`src/logic/rg_pkg.sv`:
```
// Notes on behaviour
// - Enable clear: ignore controls, stop clocks
// - Destination field routes ramp to one parameter
// - Output MSB-aligned, unused low bits dropped
// - Direction low falls, direction high rises
// - Freeze pin high stalls ramp at last state
// - Unselected parameters come from active profile
// - Accumulator stepped by timer on DDS clock
// - Step interval is 24 clocks times count, a count of zero acting as one
// - Falling step is subtracted, both unsigned
// - Phase gets 16 bits, amplitude 12 bits
// - Timer reloads on enable, direction, rate-reload
// - Output within settled limits while enabled, unless lower exceeds upper
// - Clear sets accumulator zero, output lower
// - Enable, clear, autoclear act at update only
// - Enable: rise if direction high, else lower
// - At a limit stay until direction or limit
// - Autoclear clears for one DDS clock only
package rg_pkg;
    localparam int unsigned DDS_DIV      = 24;
    localparam logic [4:0]  DIV_LAST     = 5'(DDS_DIV - 1);
    localparam logic [5:0]  IDX_CTRL     = 6'h00;
    localparam logic [5:0]  IDX_RISE     = 6'h06;
    localparam logic [5:0]  IDX_FALL     = 6'h07;
    localparam logic [5:0]  IDX_RATE     = 6'h08;
    localparam logic [5:0]  IDX_LOWER    = 6'h09;
    localparam logic [5:0]  IDX_UPPER    = 6'h0a;
    localparam logic [5:0]  IDX_UPDATE   = 6'h0b;
    localparam logic [5:0]  IDX_STATUS   = 6'h0c;
    localparam int unsigned CTRL_EN_POS  = 0;
    localparam int unsigned CTRL_CLR_POS = 1;
    localparam int unsigned CTRL_ACL_POS = 2;
    localparam int unsigned CTRL_LRR_POS = 3;
    localparam int unsigned CTRL_DST_POS = 4;
    localparam int unsigned RATE_P_POS   = 16;
    localparam int unsigned RATE_N_POS   = 0;
    localparam logic [31:0] CTRL_MASK    = 32'h0000_003f;
    localparam logic [31:0] CTRL_RST     = 32'h0000_0000;
    localparam logic [31:0] STEP_RST     = 32'h0000_0000;
    localparam logic [31:0] RATE_RST     = 32'h0001_0001;
    localparam logic [31:0] LOWER_RST    = 32'h0000_0000;
    localparam logic [31:0] UPPER_RST    = 32'hffff_ffff;
    localparam logic [1:0]  DEST_FREQ    = 2'h0;
    localparam logic [1:0]  DEST_PHASE   = 2'h1;
    localparam logic [1:0]  RESP_OKAY    = 2'h0;
    localparam logic [1:0]  RESP_SLVERR  = 2'h2;

    typedef struct packed {
        logic [31:0] freq;
        logic [15:0] phase;
        logic [11:0] amp;
    } rg_dds_t;

    typedef struct packed {
        logic [1:0] dest;
        logic       ramp_rate_reload;
        logic       aclr;
        logic       clr;
        logic       en;
    } rg_ctrl_t;
endpackage : rg_pkg

```
`src/logic/rg_pin_sync.sv`:
```
`timescale 1ns/100ps
module rg_pin_sync (
    input  logic clk,    // System clock
    input  logic rst_n,  // Synchronous reset, active low
    input  logic ce,     // Clock enable
    input  logic pin,    // Asynchronous pin
    output logic level   // Filtered level
);
    logic s1_reg;
    logic s2_reg;
    logic s3_reg;

    // The first stage feeds only the second, so metastability stays contained
    always_ff @(posedge clk) begin
        if (!rst_n) begin
            s1_reg <= 1'b0;
            s2_reg <= 1'b0;
            s3_reg <= 1'b0;
            level  <= 1'b0;
        end else if (ce) begin
            s1_reg <= pin;
            s2_reg <= s1_reg;
            s3_reg <= s2_reg;
            if (s2_reg == s3_reg) begin
                level <= s3_reg;
            end
        end
    end
endmodule : rg_pin_sync

```
`src/logic/rg_step_timer.sv`:
```
`timescale 1ns/100ps
module rg_step_timer #(
    parameter int unsigned W = 16
) (
    input  logic         clk,     // System clock
    input  logic         rst_n,   // Synchronous reset, active low
    input  logic         ce,      // Clock enable
    input  logic         tick,    // DDS clock tick, already gated by freeze
    input  logic         reload,  // Restart the interval
    input  logic [W-1:0] value,   // Interval count of the current slope
    output logic         expire   // Step due in this cycle
);
    logic [W-1:0] cnt_reg;

    // A count of zero behaves as one: a step on every DDS tick
    assign expire = tick && !reload && (cnt_reg <= W'(1));

    always_ff @(posedge clk) begin
        if (!rst_n) begin
            cnt_reg <= '0;
        end else if (ce) begin
            if (reload || expire) begin
                cnt_reg <= value;
            end else if (tick) begin
                cnt_reg <= cnt_reg - W'(1);
            end
        end
    end
endmodule : rg_step_timer

```
`src/logic/rg_ramp_generator.sv`:
```
`timescale 1ns/100ps
module rg_ramp_generator (
    input  logic           clk,                 // System clock, 25 MHz
    input  logic           rst_n,               // Synchronous reset, active low
    input  logic           ce,                  // Clock enable, freezes all state
    input  logic [7:0]     awaddr,              // Write address
    input  logic           awvalid,             // Write address valid
    output logic           awready,             // Write address ready
    input  logic [31:0]    wdata,               // Write data
    input  logic [3:0]     wstrb,               // Write byte strobes
    input  logic           wvalid,              // Write data valid
    output logic           wready,              // Write data ready
    output logic [1:0]     bresp,               // Write response
    output logic           bvalid,              // Write response valid
    input  logic           bready,              // Write response ready
    input  logic [7:0]     araddr,              // Read address
    input  logic           arvalid,             // Read address valid
    output logic           arready,             // Read address ready
    output logic [31:0]    rdata,               // Read data
    output logic [1:0]     rresp,               // Read response
    output logic           rvalid,              // Read data valid
    input  logic           rready,              // Read data ready
    input  logic           ramp_direction_pin,  // High rises, low falls
    input  logic           ramp_freeze_pin,     // High stalls the ramp
    input  rg_pkg::rg_dds_t prof_in,            // Active profile parameters
    output rg_pkg::rg_dds_t dds_out,            // Parameters to the DDS core
    output logic [31:0]    ramp_out             // Limited ramp value
);
    logic            aw_ok_reg;
    logic            w_ok_reg;
    logic            b_reg;
    logic [5:0]      waddr_reg;
    logic [31:0]     wdata_reg;
    logic [3:0]      wstrb_reg;
    logic [1:0]      bresp_reg;
    logic            ar_ok_reg;
    logic            r_reg;
    logic [31:0]     rdata_reg;
    logic [1:0]      rresp_reg;
    logic            do_write;
    logic [31:0]     ctrl_reg;
    logic [31:0]     rise_reg;
    logic [31:0]     fall_reg;
    logic [31:0]     rate_reg;
    logic [31:0]     lower_reg;
    logic [31:0]     upper_reg;
    logic            upd_reg;
    rg_pkg::rg_ctrl_t sh;
    rg_pkg::rg_ctrl_t act_reg;
    logic            en_rise;
    logic [4:0]      presc_reg;
    logic            dds_tick;
    logic            dir_s;
    logic            hold_s;
    logic            dir_prev_reg;
    logic            dir_chg;
    logic            reload_req;
    logic [15:0]     interval;
    logic            step_exp;
    logic [31:0]     acc_reg;
    logic            aclr_pend_reg;
    logic [31:0]     acc_lim;
    logic [32:0]     up_sum;
    logic [31:0]     up_next;
    logic [31:0]     dn_next;
    logic [31:0]     ramp_reg;
    rg_pkg::rg_dds_t dds_reg;

    function automatic logic [31:0] merge(input logic [31:0] old_v,
                                          input logic [31:0] new_v,
                                          input logic [3:0]  strb);
        logic [31:0] res;
        res = old_v;
        for (int i = 0; i < 4; i++) begin
            if (strb[i]) begin
                res[i*8 +: 8] = new_v[i*8 +: 8];
            end
        end
        return res;
    endfunction : merge

    // Limit stage sits in the feedback path, so every value leaving it is in range unless lower exceeds upper
    function automatic logic [31:0] clamp(input logic [31:0] v,
                                          input logic [31:0] lo,
                                          input logic [31:0] hi);
        logic [31:0] res;
        res = v;
        if (v < lo) begin
            res = lo;
        end else if (v > hi) begin
            res = hi;
        end
        return res;
    endfunction : clamp

    assign awready  = aw_ok_reg;
    assign wready   = w_ok_reg;
    assign bvalid   = b_reg;
    assign bresp    = bresp_reg;
    assign arready  = ar_ok_reg;
    assign rvalid   = r_reg;
    assign rdata    = rdata_reg;
    assign rresp    = rresp_reg;
    assign ramp_out = ramp_reg;
    assign dds_out  = dds_reg;
    assign do_write = !aw_ok_reg && !w_ok_reg && !b_reg;

    // Address and data are latched independently, so either may come first
    always_ff @(posedge clk) begin
        if (!rst_n) begin
            aw_ok_reg <= 1'b1;
            w_ok_reg  <= 1'b1;
            b_reg     <= 1'b0;
            waddr_reg <= 6'h00;
            wdata_reg <= 32'h0000_0000;
            wstrb_reg <= 4'h0;
        end else if (ce) begin
            if (aw_ok_reg && awvalid) begin
                aw_ok_reg <= 1'b0;
                waddr_reg <= awaddr[7:2];
            end
            if (w_ok_reg && wvalid) begin
                w_ok_reg  <= 1'b0;
                wdata_reg <= wdata;
                wstrb_reg <= wstrb;
            end
            if (do_write) begin
                b_reg <= 1'b1;
            end
            if (b_reg && bready) begin
                b_reg     <= 1'b0;
                aw_ok_reg <= 1'b1;
                w_ok_reg  <= 1'b1;
            end
        end
    end

    always_ff @(posedge clk) begin
        if (!rst_n) begin
            ctrl_reg  <= rg_pkg::CTRL_RST;
            rise_reg  <= rg_pkg::STEP_RST;
            fall_reg  <= rg_pkg::STEP_RST;
            rate_reg  <= rg_pkg::RATE_RST;
            lower_reg <= rg_pkg::LOWER_RST;
            upper_reg <= rg_pkg::UPPER_RST;
            upd_reg   <= 1'b0;
            bresp_reg <= rg_pkg::RESP_OKAY;
        end else if (ce) begin
            upd_reg <= 1'b0;
            if (do_write) begin
                bresp_reg <= rg_pkg::RESP_OKAY;
                unique case (waddr_reg)
                    rg_pkg::IDX_CTRL: begin
                        ctrl_reg <= merge(ctrl_reg, wdata_reg, wstrb_reg) & rg_pkg::CTRL_MASK;
                    end
                    rg_pkg::IDX_RISE:  rise_reg  <= merge(rise_reg, wdata_reg, wstrb_reg);
                    rg_pkg::IDX_FALL:  fall_reg  <= merge(fall_reg, wdata_reg, wstrb_reg);
                    rg_pkg::IDX_RATE:  rate_reg  <= merge(rate_reg, wdata_reg, wstrb_reg);
                    rg_pkg::IDX_LOWER: lower_reg <= merge(lower_reg, wdata_reg, wstrb_reg);
                    rg_pkg::IDX_UPPER: upper_reg <= merge(upper_reg, wdata_reg, wstrb_reg);
                    rg_pkg::IDX_UPDATE: upd_reg  <= wdata_reg[0] && wstrb_reg[0];
                    default: bresp_reg <= rg_pkg::RESP_SLVERR;
                endcase
            end
        end
    end

    always_ff @(posedge clk) begin
        if (!rst_n) begin
            ar_ok_reg <= 1'b1;
            r_reg     <= 1'b0;
            rdata_reg <= 32'h0000_0000;
            rresp_reg <= rg_pkg::RESP_OKAY;
        end else if (ce) begin
            if (ar_ok_reg && arvalid) begin
                ar_ok_reg <= 1'b0;
                r_reg     <= 1'b1;
                rresp_reg <= rg_pkg::RESP_OKAY;
                unique case (araddr[7:2])
                    rg_pkg::IDX_CTRL:   rdata_reg <= ctrl_reg;
                    rg_pkg::IDX_RISE:   rdata_reg <= rise_reg;
                    rg_pkg::IDX_FALL:   rdata_reg <= fall_reg;
                    rg_pkg::IDX_RATE:   rdata_reg <= rate_reg;
                    rg_pkg::IDX_LOWER:  rdata_reg <= lower_reg;
                    rg_pkg::IDX_UPPER:  rdata_reg <= upper_reg;
                    rg_pkg::IDX_UPDATE: rdata_reg <= 32'h0000_0000;
                    rg_pkg::IDX_STATUS: rdata_reg <= acc_lim;
                    default: begin
                        rdata_reg <= 32'h0000_0000;
                        rresp_reg <= rg_pkg::RESP_SLVERR;
                    end
                endcase
            end
            if (r_reg && rready) begin
                r_reg     <= 1'b0;
                ar_ok_reg <= 1'b1;
            end
        end
    end

    always_comb begin
        sh.en   = ctrl_reg[rg_pkg::CTRL_EN_POS];
        sh.clr  = ctrl_reg[rg_pkg::CTRL_CLR_POS];
        sh.aclr = ctrl_reg[rg_pkg::CTRL_ACL_POS];
        sh.ramp_rate_reload  = ctrl_reg[rg_pkg::CTRL_LRR_POS];
        sh.dest = ctrl_reg[rg_pkg::CTRL_DST_POS +: 2];
    end

    // Software may stage several control bits and apply them together
    always_ff @(posedge clk) begin
        if (!rst_n) begin
            act_reg <= '0;
        end else if (ce && upd_reg) begin
            act_reg <= sh;
        end
    end

    assign en_rise = upd_reg && sh.en && !act_reg.en;

    // DDS clock stands still while disabled, which is where the power goes
    always_ff @(posedge clk) begin
        if (!rst_n) begin
            presc_reg <= 5'h00;
        end else if (ce) begin
            if (!act_reg.en) begin
                presc_reg <= 5'h00;
            end else if (presc_reg == rg_pkg::DIV_LAST) begin
                presc_reg <= 5'h00;
            end else begin
                presc_reg <= presc_reg + 5'h01;
            end
        end
    end

    assign dds_tick = act_reg.en && (presc_reg == rg_pkg::DIV_LAST);

    rg_pin_sync u_dir_sync (
        .clk   (clk),
        .rst_n (rst_n),
        .ce    (ce),
        .pin   (ramp_direction_pin),
        .level (dir_s)
    );

    rg_pin_sync u_hold_sync (
        .clk   (clk),
        .rst_n (rst_n),
        .ce    (ce),
        .pin   (ramp_freeze_pin),
        .level (hold_s)
    );

    always_ff @(posedge clk) begin
        if (!rst_n) begin
            dir_prev_reg <= 1'b0;
        end else if (ce) begin
            dir_prev_reg <= dir_s;
        end
    end

    assign dir_chg    = act_reg.en && (dir_s != dir_prev_reg);
    assign reload_req = en_rise || dir_chg || (upd_reg && sh.en && sh.ramp_rate_reload);
    assign interval   = dir_s ? rate_reg[rg_pkg::RATE_P_POS +: 16]
                              : rate_reg[rg_pkg::RATE_N_POS +: 16];

    rg_step_timer #(
        .W (16)
    ) u_timer (
        .clk    (clk),
        .rst_n  (rst_n),
        .ce     (ce),
        .tick   (dds_tick && !hold_s),
        .reload (reload_req),
        .value  (interval),
        .expire (step_exp)
    );

    // A limit reached simply saturates; moving the limit out lets steps pass again
    assign acc_lim = clamp(acc_reg, lower_reg, upper_reg);
    assign up_sum  = {1'b0, acc_lim} + {1'b0, rise_reg};
    assign up_next = up_sum[32] ? upper_reg : clamp(up_sum[31:0], lower_reg, upper_reg);
    assign dn_next = (acc_lim < fall_reg) ? lower_reg
                   : clamp(acc_lim - fall_reg, lower_reg, upper_reg);

    always_ff @(posedge clk) begin
        if (!rst_n) begin
            aclr_pend_reg <= 1'b0;
        end else if (ce) begin
            if (upd_reg && sh.en && sh.aclr) begin
                aclr_pend_reg <= 1'b1;
            end else if (dds_tick) begin
                aclr_pend_reg <= 1'b0;
            end
        end
    end

    always_ff @(posedge clk) begin
        if (!rst_n) begin
            acc_reg <= 32'h0000_0000;
        end else if (ce) begin
            if (act_reg.en && (act_reg.clr || aclr_pend_reg)) begin
                acc_reg <= 32'h0000_0000;
            end else if (en_rise && !dir_s) begin
                acc_reg <= 32'h0000_0000;
            end else if (step_exp) begin
                acc_reg <= dir_s ? up_next : dn_next;
            end
        end
    end

    always_ff @(posedge clk) begin
        if (!rst_n) begin
            ramp_reg <= 32'h0000_0000;
            dds_reg  <= '0;
        end else if (ce) begin
            ramp_reg      <= acc_lim;
            dds_reg.freq  <= prof_in.freq;
            dds_reg.phase <= prof_in.phase;
            dds_reg.amp   <= prof_in.amp;
            if (act_reg.en) begin
                if (act_reg.dest[1]) begin
                    dds_reg.amp <= acc_lim[31:20];
                end else if (act_reg.dest == rg_pkg::DEST_PHASE) begin
                    dds_reg.phase <= acc_lim[31:16];
                end else begin
                    dds_reg.freq <= acc_lim;
                end
            end
        end
    end
endmodule : rg_ramp_generator

```
`config.mk`:
```
export PLATFORM = sky130hd
export DESIGN_NAME = rg_ramp_generator
export DESIGN_NICKNAME = d
export VERILOG_FILES = /design/src/logic/rg_pkg.sv /design/src/logic/rg_pin_sync.sv /design/src/logic/rg_step_timer.sv /design/src/logic/rg_ramp_generator.sv
export SDC_FILE = /design/constraint.sdc
export NUM_CORES = 2
export LEC_CHECK = 0
export BUFFER_PORTS_ARGS = -buffer_cell sky130_fd_sc_hd__clkbuf_2
export CAP_MARGIN = 5
export CORE_ASPECT_RATIO = 0.8
export CORE_MARGIN = 2
export CORE_UTILIZATION = 37
export CTS_CLUSTER_SIZE = 16
export DETAILED_ROUTE_END_ITERATION = 8
export SLEW_MARGIN = 20
export SYNTH_ARGS = -nofsm -noshare
export SYNTH_HDL_FRONTEND = slang
export SYNTH_HIERARCHICAL = 1
export SYNTH_SLANG_ARGS = --single-unit
```
`constraint.sdc`:
```
create_clock -name clk -period 9 [get_ports clk]
set_clock_uncertainty 0.15 [all_clocks]
set_input_delay 2.7 -clock clk [delete_from_list [all_inputs] [get_ports clk]]
set_output_delay 2.7 -clock clk [all_outputs]
set_load 0.01 [all_outputs]
```
==> impl_metrics.py <==
metrics = {
    "sta": {
        "setup_viol": 0,
        "worst_slew_margin_rel_pct": 23.01,
        "tns_ns": 0,
        "tightest_slew_ns": 1.151,
        "fmax_mhz": 113.7,
        "fin_crit_sh_pct": 97.68,
        "slew_violations": 0,
        "hold_viol_final": 0,
        "min_period_ns": 8.791,
    },
    "cts": {
        "clockRootBuffer": "clkbuf_16",
        "clock-sinks": 407,
        "postCtsSetupBuffers": 0,
        "clock_path_buffers": 3,
        "cts_buffers": 41,
        "htree_levels": 2,
        "clk_latency_ns": 0.60,
        "ctsHoldBuffers": 0,
        "path_clk_slew_ns": 0.06,
        "cts_tree": "built",
    },
    "critical_path": {
        "critPathMaxFanout": 10,
        "crit_required_ns": 9.36,
        "slowest_stage": "a2111oi_0",
        "max_stage_delay_ns": 0.58,
        "crit_path_start_kind": "flop",
        "criticalPathCategory": "flop to flop",
        "cp_common_cell": "buf_4",
        "end_kind": "flop",
        "crit_arrival_ns": 9.15,
    },
    "min_path": {
        "hp-class": "flop to flop",
    },
    "drt": {
        "ant_nets": 0,
        "avgRoutedWirePerCell_um": 22.57,
        "vias": 27098,
        "drtIter0Drc": 2635,
        "dr.pass1.iters": 6,
        "drc": 0,
        "vias_per_cell": 5.615,
        "wirelength_um": 108900,
    },
    "finish": {
        "drive_gt1_share_pct": 20.31,
        "num_antenna_cells": 0,
        "finalNetCount": 4174,
        "fin_cells": 4826,
        "area_delta_synth_final_pct": 23.06,
        "largest_reg_flops": 60,
        "utilization_pct": 45.92,
    },
    "job": {
        "drv_cap": 0,
    },
    "floorplanning": {
        "ioPinCount": 255,
        "start_util_pct": 37.32,
        "die_w_um": 308.6,
        "rows": 89,
        "die_y_um": 247.7,
        "dieArea_um2": 76450,
        "core_area_um2": 73610,
    },
    "place": {
        "dpl.hpwl_um": 84260,
        "gp_congestion": 1.005,
        "placed_cells": 4752,
        "numPortBuffers": 248,
    },
    "global_routing": {
        "grt_usage_pct": 27.50,
        "grt_pass1_vias": 24907,
        "antenna_found_initial": 3,
        "grt_start_max_net_pins": 101,
        "grt_overflow": 0,
        "grt_pass1_wl_um": 159000,
    },
    "synthesis": {
        "yosys_warnings": 6,
        "synth_edf_count": 0,
        "synth_area_leaders": "dfxtp_1, ha_1, mux2i_1",
        "synth_top_area_cell": "dfxtp_1",
        "ys_seq_area_share_pct": 29.66,
        "synth.avg_cell_area_um2": 8.346,
        "yosysMostFrequentCell": "dfxtp_1",
        "synth_cells": 3291,
        "ys_top_cells_by_count": "dfxtp_1, nand2_1, mux2i_1",
        "syn_area_um2": 27470,
        "ys_ff_latch": 407,
        "ys_types": 89,
        "async_flop_share_pct": 0,
        "ys.flop_type": "dfxtp_1",
        "synth_top_area_share_pct": 29.66,
    },
    "power": {
        "p_per_area_nw_per_um2": 115.1,
        "leakage_nw": 15.59,
        "power_w": 0.003891,
        "ir_worst_vdd_mv": 0.1221,
    },
    "run_status": {
        "outcome": "completed",
    },
}
report_power, final:
part           total, W  switching, W  internal, W
clock           0.00181      0.000801      0.00101
sequential      0.00186     0.0000310      0.00183
combinational  0.000219      0.000127    0.0000922
total           0.00389      0.000959      0.00293
what timing repair did:
action,4_1_cts,5_1_grt
setup endpoints to repair,1,32
resized for setup,1,15
pin swaps,0,4
hold endpoints to repair,0,0
cells by family (layout without fill, tap and decap cells):
family,count (synthesis),count (layout),share of synthesized area (%)
fa+ha+maj,258,258,11.81
mux,305,305,11.23
xor+xnor,56,56,1.786
other cells,1,2,0.01365
buf+inv,307,840,4.391
simple gates,1037,1037,18.60
flops,407,407,29.66
compound gates,920,920,22.50
routing by layer:
metal,part of all wire [%],up-vias,GRT usage (%)
met4,4.2,2,11.10
met3,7.6,197,4.568
met2,43,1081,41.64
met1,45,12841,38.68
met5,0.017,-,0
li1,-,12977,-
layout make-up:
class                      count  area, µm²
sequential                   407       8148
timing repair buffer         644       4350
multi-input combinational   2578      18250
clock inverter                16      192.7
fill                        7329      39810
tap                         1001       1252
inverter                     122      457.9
clock buffer                  58       1150
worst max-delay path, delay by kind of cell (launching register included):
| family | cells | cell delay (ns) |
|---|---|---|
| xor+xnor | 1 | 0.16 |
| buf+inv | 8 | 1.49 |
| flops | 1 | 0.40 |
| compound gates | 16 | 3.34 |
| fa+ha+maj | 3 | 0.77 |
| simple gates | 9 | 2.37 |
metrics by stage:
step	worst slack, ns	area [µm²]	hold WS, ns
after detailed placement	0.08619	32370	0.3118
after global placement	0.07905	32370	0.3043
after global routing	-0.006752	33800	0.3376
after CTS	0.02449	33720	0.3211
final	0.2087	33800	0.3176
after floorplan	1.261	27470	0.2899
cell usage in the layout, fill, tap and decap left out, drive strengths merged, types with 33 or more instances in the layout:
master  synthesis  final
nor2b         227    227
ha            256    256
inv           121    123
mux2i         285    285
nand2         371    371
o211a          61     61
dfxtp         407    407
nand3          80     80
a21oi         230    230
a21o           72     72
nand4          42     42
buf            36    399
o21ai         182    182
a21boi         53     53
a22oi          33     33
o211ai         63     63
clkbuf        149    303
o22ai          36     36
nor2          163    163
xnor2          38     38
final timing paths:
check | slack, ns | cells after the start | startpoint | endpoint
worst max-delay path | 0.21 | 37 | upper_reg[26] | acc_reg[4]
worst max register to register | 0.21 | 37 | upper_reg[26] | acc_reg[4]
worst min register to register | 0.32 | 2 | act_reg[1] | act_reg[1]
worst min-delay path | 0.32 | 2 | act_reg[1] | act_reg[1]
No activity file was read; power rests on OpenSTA's default activity.
